$ cat src/smh_map.vh
`ifndef SMH_MAP_VH
`define SMH_MAP_VH
// Register word addresses.
`define SMH_REG_COMM_EN      8'h00
`define SMH_REG_ACCEL        8'h03
`define SMH_REG_POS_GAIN     8'h07
`define SMH_REG_DIR_POL      8'h09
`define SMH_REG_GEAR_NUM     8'h0a
`define SMH_REG_GEAR_DEN     8'h0b
`define SMH_REG_TARGET_LO    8'h0c
`define SMH_REG_ABS_POS      8'h16
`define SMH_REG_SPECIAL      8'h19
`define SMH_REG_STATUS       8'h20
`define SMH_REG_PARAM_SAVE   8'h21
// Bus function codes.
`define SMH_FN_READ          8'h03
`define SMH_FN_WRITE         8'h06
// Special-function values.
`define SMH_SF_MECH_HOME     16'h0001
`define SMH_SF_FOLLOW        16'h0002
`define SMH_SF_SWITCH_HOME   16'h0008
`define SMH_SF_TURN_MIN      16'h000a
`define SMH_SF_TURN_MAX      16'h8000
// Acceleration threshold for raw pulse following.
`define SMH_ACCEL_RAW        16'hea60
// Mechanical back-off, 36 degrees of a 32768 count turn.
`define SMH_BACKOFF_COUNTS   16'h0ccd
// Reset values.
`define SMH_RST_GEAR_NUM     16'h0001
`define SMH_RST_GEAR_DEN     16'h0001
`define SMH_RST_ACCEL        16'h03e8
`define SMH_RST_POS_GAIN     16'h03e8
// Stall detection time in microseconds, and its cycle count at 20 MHz.
`define SMH_STALL_US         1000
`define SMH_CLK_MHZ          20
`define SMH_STALL_CYCLES     (`SMH_STALL_US * `SMH_CLK_MHZ)
// Status field positions.
`define SMH_ST_HOMING        0
`define SMH_ST_HOMED         1
`define SMH_ST_FOLLOW        2
`define SMH_ST_ESTOP         3
`endif

$ cat src/smh_servo_motion_homing_control.v
`timescale 1ns/10ps
`default_nettype none
`include "smh_map.vh"

module smh_servo_motion_homing_control #(
    parameter STALL_CYCLES = `SMH_STALL_CYCLES
) (
    input  wire        clock,
    input  wire        rst,
    input  wire        cmd_valid,
    input  wire [7:0]  cmd_func,
    input  wire [7:0]  cmd_addr,
    input  wire [15:0] cmd_wdata,
    output reg         rsp_valid,
    output reg  [15:0] rsp_rdata,
    output reg         rsp_error,
    input  wire        pulse_phase_input,
    input  wire        dir_phase_input,
    input  wire        enable_switch,
    input  wire        index_pulse,
    input  wire        motor_stalled,
    input  wire [14:0] turn_position,
    input  wire [15:0] saved_gear_num,
    input  wire [15:0] saved_special,
    output reg         step_pulse,
    output reg         step_forward,
    output reg  [15:0] step_rate,
    output reg         save_request,
    output reg  [15:0] abs_position_r
);

    localparam ST_IDLE    = 3'd0;
    localparam ST_BOOT    = 3'd1;
    localparam ST_SEARCH  = 3'd2;
    localparam ST_BACKOFF = 3'd3;
    localparam ST_INDEX   = 3'd4;
    localparam ST_TURN    = 3'd5;

    reg        comm_en_r;
    reg [15:0] accel_r;
    reg [15:0] pos_gain_r;
    reg        dir_pol_r;
    reg [15:0] gear_num_r;
    reg [15:0] gear_den_r;
    reg [15:0] target_r;
    reg [15:0] special_r;
    reg [2:0]  state_r;
    reg [15:0] home_cnt_r;
    reg [15:0] stall_cnt_r;
    reg [15:0] decel_r;
    reg        estop_r;
    reg [31:0] gear_acc_r;
    reg [15:0] ramp_r;
    reg        boot_r;
    reg [1:0]  pa_sync_r;
    reg [1:0]  pb_sync_r;
    reg [1:0]  en_sync_r;
    reg [1:0]  ix_sync_r;
    reg [1:0]  st_sync_r;
    reg        pa_d_r;
    reg        ix_d_r;

    wire pa = pa_sync_r[1];
    wire pb = pb_sync_r[1];
    wire en_sw = en_sync_r[1];
    wire index_rise = ix_sync_r[1] & ~ix_d_r;
    wire pa_rise = pa & ~pa_d_r;
    wire is_write = cmd_valid & (cmd_func == `SMH_FN_WRITE);
    wire is_read = cmd_valid & (cmd_func == `SMH_FN_READ);
    wire follow_mode = (special_r == `SMH_SF_FOLLOW) & (gear_num_r != 16'h0000);
    wire homing = (state_r != ST_IDLE);
    wire raw_follow = (accel_r >= `SMH_ACCEL_RAW);
    wire special_mode = (gear_num_r == 16'h0000) & comm_en_r;

    // Searching runs in the polarity-chosen reverse sense.
    function search_dir;
        input pol;
        begin
            search_dir = pol;
        end
    endfunction

    // Single-turn target check used only at boot.
    function is_turn_value;
        input [15:0] v;
        begin
            is_turn_value = (v >= `SMH_SF_TURN_MIN) && (v <= `SMH_SF_TURN_MAX);
        end
    endfunction

    // Read multiplexer; unknown addresses answer zero with error.
    function [16:0] read_mux;
        input [7:0] a;
        begin
            case (a)
                `SMH_REG_COMM_EN:   read_mux = {1'b0, 15'h0000, comm_en_r};
                `SMH_REG_ACCEL:     read_mux = {1'b0, accel_r};
                `SMH_REG_POS_GAIN:  read_mux = {1'b0, pos_gain_r};
                `SMH_REG_DIR_POL:   read_mux = {1'b0, 15'h0000, dir_pol_r};
                `SMH_REG_GEAR_NUM:  read_mux = {1'b0, gear_num_r};
                `SMH_REG_GEAR_DEN:  read_mux = {1'b0, gear_den_r};
                `SMH_REG_TARGET_LO: read_mux = {1'b0, target_r};
                `SMH_REG_ABS_POS:   read_mux = {1'b0, abs_position_r};
                `SMH_REG_SPECIAL:   read_mux = {1'b0, special_r};
                `SMH_REG_STATUS:    read_mux = {1'b0, 12'h000, estop_r,
                                        follow_mode, boot_r, homing};
                default:            read_mux = {1'b1, 16'h0000};
            endcase
        end
    endfunction

    // Read word with its error flag; a function result cannot be sliced.
    wire [16:0] rd_mux = read_mux(cmd_addr);

    // Pin inputs pass two flops before any logic sees them.
    always @(posedge clock or posedge rst) begin
        if (rst) begin
            pa_sync_r <= 2'b00;
            pb_sync_r <= 2'b00;
            en_sync_r <= 2'b00;
            ix_sync_r <= 2'b00;
            st_sync_r <= 2'b00;
            pa_d_r    <= 1'b0;
            ix_d_r    <= 1'b0;
        end else begin
            pa_sync_r <= {pa_sync_r[0], pulse_phase_input};
            pb_sync_r <= {pb_sync_r[0], dir_phase_input};
            en_sync_r <= {en_sync_r[0], enable_switch};
            ix_sync_r <= {ix_sync_r[0], index_pulse};
            st_sync_r <= {st_sync_r[0], motor_stalled};
            pa_d_r    <= pa;
            ix_d_r    <= ix_sync_r[1];
        end
    end

    // Register bus, boot loading and homing share one process so every
    // control register has a single driver.
    always @(posedge clock or posedge rst) begin
        if (rst) begin
            comm_en_r      <= 1'b0;
            accel_r        <= `SMH_RST_ACCEL;
            pos_gain_r     <= `SMH_RST_POS_GAIN;
            dir_pol_r      <= 1'b0;
            gear_num_r     <= `SMH_RST_GEAR_NUM;
            gear_den_r     <= `SMH_RST_GEAR_DEN;
            target_r       <= 16'h0000;
            special_r      <= 16'h0000;
            abs_position_r <= 16'h0000;
            state_r        <= ST_BOOT;
            home_cnt_r     <= 16'h0000;
            stall_cnt_r    <= 16'h0000;
            decel_r        <= 16'h0000;
            estop_r        <= 1'b0;
            gear_acc_r     <= 32'h0000_0000;
            ramp_r         <= 16'h0000;
            boot_r         <= 1'b0;
            rsp_valid      <= 1'b0;
            rsp_rdata      <= 16'h0000;
            rsp_error      <= 1'b0;
            step_pulse     <= 1'b0;
            step_forward   <= 1'b0;
            step_rate      <= 16'h0000;
            save_request   <= 1'b0;
        end else begin
            rsp_valid    <= cmd_valid;
            rsp_error    <= 1'b0;
            rsp_rdata    <= 16'h0000;
            step_pulse   <= 1'b0;
            save_request <= 1'b0;
            if (is_read) begin
                rsp_rdata <= rd_mux[15:0];
                rsp_error <= rd_mux[16];
            end else if (cmd_valid && !is_write) begin
                rsp_error <= 1'b1;
            end
            // Deceleration tail: one step per cycle until spent. It sits
            // ahead of the bus writes so that a new stop wins over the end.
            if (estop_r) begin
                if (decel_r != 16'h0000) begin
                    decel_r    <= decel_r - 16'h0001;
                    step_pulse <= 1'b1;
                end else begin
                    estop_r <= 1'b0;
                end
            end

            if (is_write) begin
                case (cmd_addr)
                    `SMH_REG_COMM_EN:    comm_en_r <= cmd_wdata[0];
                    `SMH_REG_ACCEL:      accel_r <= cmd_wdata;
                    `SMH_REG_POS_GAIN:   pos_gain_r <= cmd_wdata;
                    `SMH_REG_DIR_POL:    dir_pol_r <= cmd_wdata[0];
                    `SMH_REG_GEAR_NUM:   gear_num_r <= cmd_wdata;
                    `SMH_REG_GEAR_DEN:   gear_den_r <= cmd_wdata;
                    `SMH_REG_PARAM_SAVE: save_request <= cmd_wdata[0];
                    `SMH_REG_TARGET_LO: begin
                        target_r <= cmd_wdata;
                        // Emergency stop keeps a gain-sized decel tail.
                        if (special_mode && cmd_wdata == 16'h0000) begin
                            estop_r <= 1'b1;
                            decel_r <= pos_gain_r;
                        end
                    end
                    `SMH_REG_ABS_POS: begin
                        if (special_mode && cmd_wdata == 16'h0000)
                            abs_position_r <= 16'h0000;
                        else if (!special_mode)
                            abs_position_r <= cmd_wdata;
                    end
                    `SMH_REG_SPECIAL: begin
                        special_r <= cmd_wdata;
                        if (cmd_wdata == `SMH_SF_MECH_HOME) begin
                            state_r     <= ST_SEARCH;
                            stall_cnt_r <= 16'h0000;
                        end
                    end
                    default: rsp_error <= 1'b1;
                endcase
            end

            // Homing state machine.
            case (state_r)
                ST_BOOT: begin
                    boot_r     <= 1'b1;
                    special_r  <= saved_special;
                    gear_num_r <= saved_gear_num;
                    if (saved_gear_num == 16'h0000)
                        comm_en_r <= 1'b1;
                    if (saved_special == `SMH_SF_MECH_HOME ||
                        saved_special == `SMH_SF_SWITCH_HOME) begin
                        state_r <= ST_SEARCH;
                    end else if (is_turn_value(saved_special)) begin
                        state_r <= ST_TURN;
                    end else begin
                        state_r <= ST_IDLE;
                    end
                end
                ST_SEARCH: begin
                    // Step toward the origin in the polarity sense.
                    step_forward <= search_dir(dir_pol_r);
                    step_pulse   <= 1'b1;
                    if (special_r == `SMH_SF_SWITCH_HOME) begin
                        if (en_sw)
                            state_r <= ST_INDEX;
                    end else if (st_sync_r[1]) begin
                        if (stall_cnt_r >= STALL_CYCLES[15:0]) begin
                            state_r    <= ST_BACKOFF;
                            home_cnt_r <= `SMH_BACKOFF_COUNTS;
                        end else begin
                            stall_cnt_r <= stall_cnt_r + 16'h0001;
                        end
                    end else begin
                        stall_cnt_r <= 16'h0000;
                    end
                end
                ST_BACKOFF: begin
                    step_forward <= ~search_dir(dir_pol_r);
                    if (home_cnt_r != 16'h0000) begin
                        step_pulse <= 1'b1;
                        home_cnt_r <= home_cnt_r - 16'h0001;
                    end else begin
                        abs_position_r <= 16'h0000;
                        state_r        <= ST_IDLE;
                    end
                end
                ST_INDEX: begin
                    step_forward <= ~search_dir(dir_pol_r);
                    step_pulse   <= ~index_rise;
                    if (index_rise) begin
                        abs_position_r <= 16'h0000;
                        state_r        <= ST_IDLE;
                    end
                end
                ST_TURN: begin
                    // Absolute single-turn reading: no search needed.
                    if ({1'b0, turn_position} ==
                        (special_r & 16'h7fff)) begin
                        abs_position_r <= 16'h0000;
                        state_r        <= ST_IDLE;
                    end else if (!step_pulse) begin
                        // One step in flight, so the reading never lags.
                        step_forward <= search_dir(dir_pol_r);
                        step_pulse   <= 1'b1;
                    end
                end
                ST_IDLE: begin
                    // Pulses count only when no homing is active.
                    if (follow_mode && pa_rise && !estop_r) begin
                        gear_acc_r <= gear_acc_r + {16'h0000, gear_num_r};
                        step_forward <= ~pb ^ dir_pol_r;
                    end else if (gear_acc_r >= {16'h0000, gear_den_r}) begin
                        gear_acc_r <= gear_acc_r
                                      - {16'h0000, gear_den_r};
                        step_pulse <= 1'b1;
                        abs_position_r <= step_forward
                                        ? abs_position_r + 16'h0001
                                        : abs_position_r - 16'h0001;
                    end
                end
                default: state_r <= ST_IDLE;
            endcase

            // Rate output: ramp or raw pulse rate.
            if (raw_follow) begin
                step_rate <= 16'hffff;
                ramp_r    <= 16'h0000;
            end else begin
                ramp_r    <= (ramp_r < accel_r) ? ramp_r + 16'h0001
                                                : accel_r;
                step_rate <= ramp_r;
            end
        end
    end

endmodule // smh_servo_motion_homing_control
`default_nettype wire

$ cat config.mk
export PLATFORM = sky130hd
export DESIGN_NAME = smh_servo_motion_homing_control
export DESIGN_NICKNAME = d
export VERILOG_FILES = /design/src/smh_servo_motion_homing_control.v
export VERILOG_INCLUDE_DIRS = /design/src /design/src/src
export SDC_FILE = /design/constraint.sdc
export NUM_CORES = 1
export LEC_CHECK = 0
export BUFFER_PORTS_ARGS = -buffer_cell sky130_fd_sc_hd__clkbuf_2
export CAP_MARGIN = 20
export CORE_MARGIN = 2
export CORE_UTILIZATION = 40
export CTS_BUF_LIST = sky130_fd_sc_hd__clkbuf_2 sky130_fd_sc_hd__clkbuf_4 sky130_fd_sc_hd__clkbuf_8
export CTS_CLUSTER_DIAMETER = 80
export DETAILED_ROUTE_END_ITERATION = 10
export SLEW_MARGIN = 20
export SYNTH_ARGS = -nofsm -noshare
export SYNTH_HDL_FRONTEND = slang
export SYNTH_SLANG_ARGS = --single-unit
$ cat constraint.sdc
create_clock -name clock -period 8.48 [get_ports clock]
set_clock_uncertainty 0.2 [all_clocks]
set_input_delay 1.696 -clock clock [delete_from_list [all_inputs] [get_ports clock]]
set_output_delay 1.696 -clock clock [all_outputs]
set_load 0.005 [all_outputs]
==> results of run 1 <==
[per-layer routing]
layer	GRT usage, %	up-vias
li1	-	6273
met1	33.4	6502
met2	37.0	552
met3	4.98	88
met4	7.49	0
met5	0	-
[worst max-delay path, cell delays in order (launching register included)]
cell     delay, ps
dfrtp_1        480
nor4_1         570
nand4_1        230
or4_1          860
a31oi_4        890
nand2_1        670
o32ai_1        440
[Yosys cell counts (6+ instances only)]
library cell  count
dfrtp_1         249
nand2_1         149
nor2_1          148
a21oi_1          94
o21ai_0          91
ha_1             67
xnor2_1          63
mux2i_1          59
inv_1            56
xor2_1           54
clkbuf_1         52
nor3_1           44
nand3_1          43
mux2_2           36
nor4_1           35
nand4_1          33
a22oi_1          28
a31oi_1          25
or2_2            25
nand2b_1         23
o21ai_1          23
a211oi_1         21
o22ai_1          16
dfstp_2          15
a21o_1           14
a222oi_1         14
nor2b_1          14
or3_1            13
and3_1           12
buf_2            11
o211ai_1          8
o21a_1            8
o31ai_1           7
and2_1            6
and4_1            6
[report_power, final]
part           leakage (nW)  total, mW  switching [mW]  internal [mW]
Clock                 0.583       1.37           0.571          0.804
Combinational          4.15      0.475           0.278          0.197
Sequential             3.29       1.43           0.110           1.32
Total                  8.02       3.28           0.959           2.32
[stage by stage]
step | hold slack (ps) | utilization [%]
after floorplan | 131 | -
after global placement | 137 | 44.1
after detailed placement | 135 | 44.1
after CTS | 154 | 47.0
after global routing | 166 | 47.0
final | 148 | 47.0
[placed cells by master, fill, tap and decap left out, types with 36 or more instances in the layout]
master and instances:
dfrtp_1 249, clkbuf_8 63, xor2_1 54, nand3_1 43, mux2i_1 59, nand2_1 149, a21oi_1 94, inv_1 55
mux2_2 36, xnor2_1 63, ha_1 67, clkbuf_2 139, o21ai_0 91, nor2_1 145, nor3_1 43
[cells by family (layout without fill, tap and decap cells)]
logic type / Yosys count / after routing
buffers and inverters: 123 / 301
multiplexers: 95 / 95
AO/OA/AOI/OAI: 398 / 398
AND/OR/NAND/NOR: 579 / 579
XOR/XNOR: 117 / 117
adder cells (fa/ha/maj): 70 / 70
flip-flops: 264 / 264
[final timing paths]
path | from | end | depth (start not counted) | slack, ps
max | special_r[12] | abs_position_r[3] | 6 | 4010
min | en_sync_r[0] | en_sync_r[1] | 0 | 150
max reg2reg | special_r[12] | abs_position_r[3] | 6 | 4010
min reg2reg | en_sync_r[0] | en_sync_r[1] | 0 | 150
max in group asynchronous | rst | gear_acc_r[11] | 4 | 5640
min in group asynchronous | rst | rsp_rdata[0] | 3 | 1050
[flip-flops by register name, indices dropped and copies added (netlist names), 3 cells and up]
name / cells
decel_r: 16
abs_position_r: 16
target_r: 16
rsp_rdata: 16
accel_r: 16
special_r: 16
home_cnt_r: 16
gear_acc_r: 32
step_rate: 16
state_r: 3
gear_num_r: 16
gear_den_r: 16
pos_gain_r: 16
ramp_r: 16
stall_cnt_r: 16
[cell type report]
| cell class | count | area [µm²] | area share [%] |
|---|---|---|---|
| clock inverter | 12 | 141 | 0.794 |
| clock buffer | 74 | 950 | 5.34 |
| tap | 511 | 639 | 3.59 |
| multi-input combinational | 1259 | 8370 | 47.0 |
| timing repair buffer | 159 | 862 | 4.84 |
| inverter | 56 | 214 | 1.20 |
| sequential | 264 | 6630 | 37.2 |
==> impl_metrics.ini, run 1 <==
[routing]
met1_length_mm = 21.7
drt_iter0_markers = 1036
routed_wl_mm = 48.5
drtAntennaViolNets = 0
dr_wl_met3_mm = 3.72
routed.top_layer = met4
drc = 0
vias_per_cell = 5.75
met2WireLength_mm = 21.8
wire_per_inst_um = 20.8
drt-pass1-iter-count = 5
vias = 13400

[synth]
yosys.area_share.adder_pct = 5.82
synth_compound_area_share_pct = 16.5
synth_nets = 1803
synthArstFlopShare_pct = 100
synth_seq_area_share_pct = 42.9
synth.largest_area_cell = dfrtp_1
synth-edff-count = 0
synth_area_leaders = dfrtp_1 40%, ha_1 5.4%, mux2i_1 3.8%
yosys_warnings = 0
synth_xor_area_share_pct = 6.64
ys_ff_latch = 264
synthFlopType = dfrtp_1
syn_avg_cell_area_um2 = 9.37
ys_types = 71
synth_mux_area_share_pct = 6.46
synth_top_family_by_area = simple AND/OR/NAND/NOR gates
synthSimpleGateAreaFrac_pct = 18.5
synth_cells = 1646
synth_area_um2 = 15400
yosysTopAreaCellShare_pct = 40.4

[final_layout]
fill_cells = 3600
antennaDiodeCount = 0
drive_gt1_share_pct = 18.9
fin_cells = 2335
area_growth_pct = 15.4
post-route-cell-area_um2 = 17800
nNetsFinal = 1944

[cts]
postCtsSetupRepairBufs = 0
numCtsBuffers = 47
cts.sinks = 264
clkTransAtPathRegs_ps = 60
h-tree-depth = 2
cts_root_buf = clkbuf_8
cts_tree = built
cts_hold_buf = 0
cts.path.max_buffers = 3
cts_resized = 0
clk_latency_ps = 620

[sta]
fmax_mhz = 224
period_share_pct = 52.7
fin_ws_ps = 4010
relSlewSlack_pct = 20.9
hold_viol = 0
period_needed_ps = 4470
finalSetupViolCount = 0
maxSlewViolCount = 0
rsz0062_at_grt = false
setup_tns_ps = 0
worst_slew_pin_slew_ps = 1180

[outcome]
status = finished, final reports clean

[worst_setup_path]
path_max_fanout = 35
cp.required_ps = 8790
worstSetupEndpointType = flop
path_class = flop to flop
worst_ep_arrival_time_ps = 4780
startpoint_type = flop

[place]
post-place-cells = 2247
dp.final_hpwl_mm = 35.4
gp_congestion = 0.936
portBuffers = 139
place_ws_ps = 3590
place_area_um2 = 16700

[floorplan]
num_rows = 71
ios = 140
dieHeight_um = 200
die_w_um = 200
die-area_um2 = 40200
core_um2 = 37800
initial_core_util_pct = 40.8

[power_and_ir_drop]
peakVddDrop_uv = 81.2
power_mw = 3.28
p_leak_nw = 8.02
p_per_area_nw_per_um2 = 184

[run]
drv_cap = 0

[global_routing]
globalRouteTotalUtil_pct = 23.8
grt_pass1_vias = 12900
antenna_found_initial = 0
overflow = 0
grt_max_degree = 171
grt_pass1_wl_mm = 75.1

[min_path]
hold_path.class = flop to flop
No activity file was read; power rests on OpenSTA's default activity.
==> run 2: changes to the inputs <==
clock period = 4.4 ns   (was 8.48 ns; I/O delays follow)
==> impl_metrics.ini, run 2 (same netlist as run 1, synthesis figures left out) <==
[worst_setup_path]
path_class = flop to flop
endpoint = gear_acc_r[24]
cp.required_ps = 4730
path_max_fanout = 4
r2r-start = gear_num_r[0]
ff2ff_path_depth = 11
startpoint_type = flop
worst_ep_arrival_time_ps = 3990
worstSetupEndpointType = flop
rrSetupSlack_ps = 750
rr_endpoint = gear_acc_r[24]
startpoint = gear_num_r[0]

[final_layout]
multi_input_area_um2 = 8360
nNetsFinal = 1960
post-route-cell-area_um2 = 17900
final_common_cell = dfrtp_1
largest_reg_flops = 32
fill_cells = 3669
final_cell_mix = 249 x dfrtp_1, 149 x nand2_1, 147 x nor2_1
final_util_pct = 47.4
regArea_um2 = 6630
drive_gt1_share_pct = 19.5
antennaDiodeCount = 0
largest_register = gear_acc_r
area_growth_pct = 16.3

[cts]
cts_root_buf = clkbuf_8
cts.path.max_buffers = 3
cts.sinks = 264
clkTransAtPathRegs_ps = 60
clk_latency_ps = 640
h-tree-depth = 2
postCtsSetupRepairBufs = 0
cts_tree = built
cts_hold_buf = 0
numCtsBuffers = 50
cts_resized = 0

[power_and_ir_drop]
p_per_area_nw_per_um2 = 358
peakVddDrop_uv = 168
p_leak_nw = 8.11

[routing]
drc = 0
vias_per_cell = 5.80
drt_iter0_markers = 1293
vias = 13600
drtAntennaViolNets = 0
routed_wl_mm = 50.0
drt-pass1-iter-count = 9
wire_per_inst_um = 21.3

[sta]
rsz0062_at_grt = false
fmax_mhz = 274
finalSetupViolCount = 0
worst_slew_pin_slew_ps = 1010
maxSlewViolCount = 0
period_share_pct = 83.0
relSlewSlack_pct = 32.9
period_needed_ps = 3650
hold_viol = 0

[place]
gp_congestion = 0.898
dp.final_hpwl_mm = 36.8
portBuffers = 139
place_area_um2 = 16800

[global_routing]
overflow = 0
globalRouteTotalUtil_pct = 25.0
grt_pass1_wl_mm = 78.8
antenna_found_initial = 0
grt_pass1_vias = 13400
grt_max_degree = 107

[min_path]
hold_path.class = flop to flop

[floorplan]
num_rows = 71
die-area_um2 = 40200
initial_core_util_pct = 40.8
ios = 140
die_w_um = 200
dieHeight_um = 200
core_um2 = 37800

[outcome]
status = finished, final reports clean

[run]
drv_cap = 0
[run 2: power by group]
part           switching, mW  internal, mW
sequential             0.219          2.54
combinational          0.554         0.383
clock                   1.12          1.61
total                   1.89          4.53
[run 2: stage by stage]
stage	hold WS [ps]	setup slack [ps]	power, mW	instances	setup TNS [ps]
after detailed placement	143	757	3.72	2262	0
after global placement	141	832	3.70	2262	0
after floorplan	131	-151	3.34	1646	-37670
final	158	747	6.42	2351	0
after CTS	122	747	6.47	2351	0
after global routing	127	493	6.71	2351	0
[run 2: worst min-delay path by stage]
stage | startpoint | end | slack (ps) | cells after the start
6_report | en_sync_r[0] | en_sync_r[1] | 160 | 0
5_1_grt | enable_switch | en_sync_r[0] | 130 | 1
4_1_cts | enable_switch | en_sync_r[0] | 120 | 1
3_5_place_dp | st_sync_r[0] | st_sync_r[1] | 140 | 0
3_3_place_gp | pa_sync_r[0] | pa_sync_r[1] | 140 | 0
2_1_floorplan | en_sync_r[0] | en_sync_r[1] | 130 | 0
[run 2: routing by layer]
metal | vias up | routed length [µm] | GRT usage [%]
met5 | - | 0 | 0
met4 | 0 | 1740 | 9.18
met3 | 108 | 4440 | 5.74
met2 | 608 | 22000 | 38.1
met1 | 6614 | 21900 | 34.7
li1 | 6309 | - | -
[run 2: final cells by class]
type | instances | share of cell area (%)
timing repair buffer | 172 | 5.40
clock buffer | 79 | 5.54
sequential | 264 | 36.9
clock inverter | 10 | 0.760
tap | 511 | 3.56
multi-input combinational | 1259 | 46.6
inverter | 56 | 1.19
[run 2: critical path, cell delays in order, from the launching register on]
cell,delay (ps)
dfstp_2,560
ha_1,220
inv_1,70
fa_1,400
nand2b_1,200
a21oi_1,210
o21ai_1,170
o311a_1,400
o311ai_1,460
o211ai_1,270
a21oi_1,230
xor2_1,150
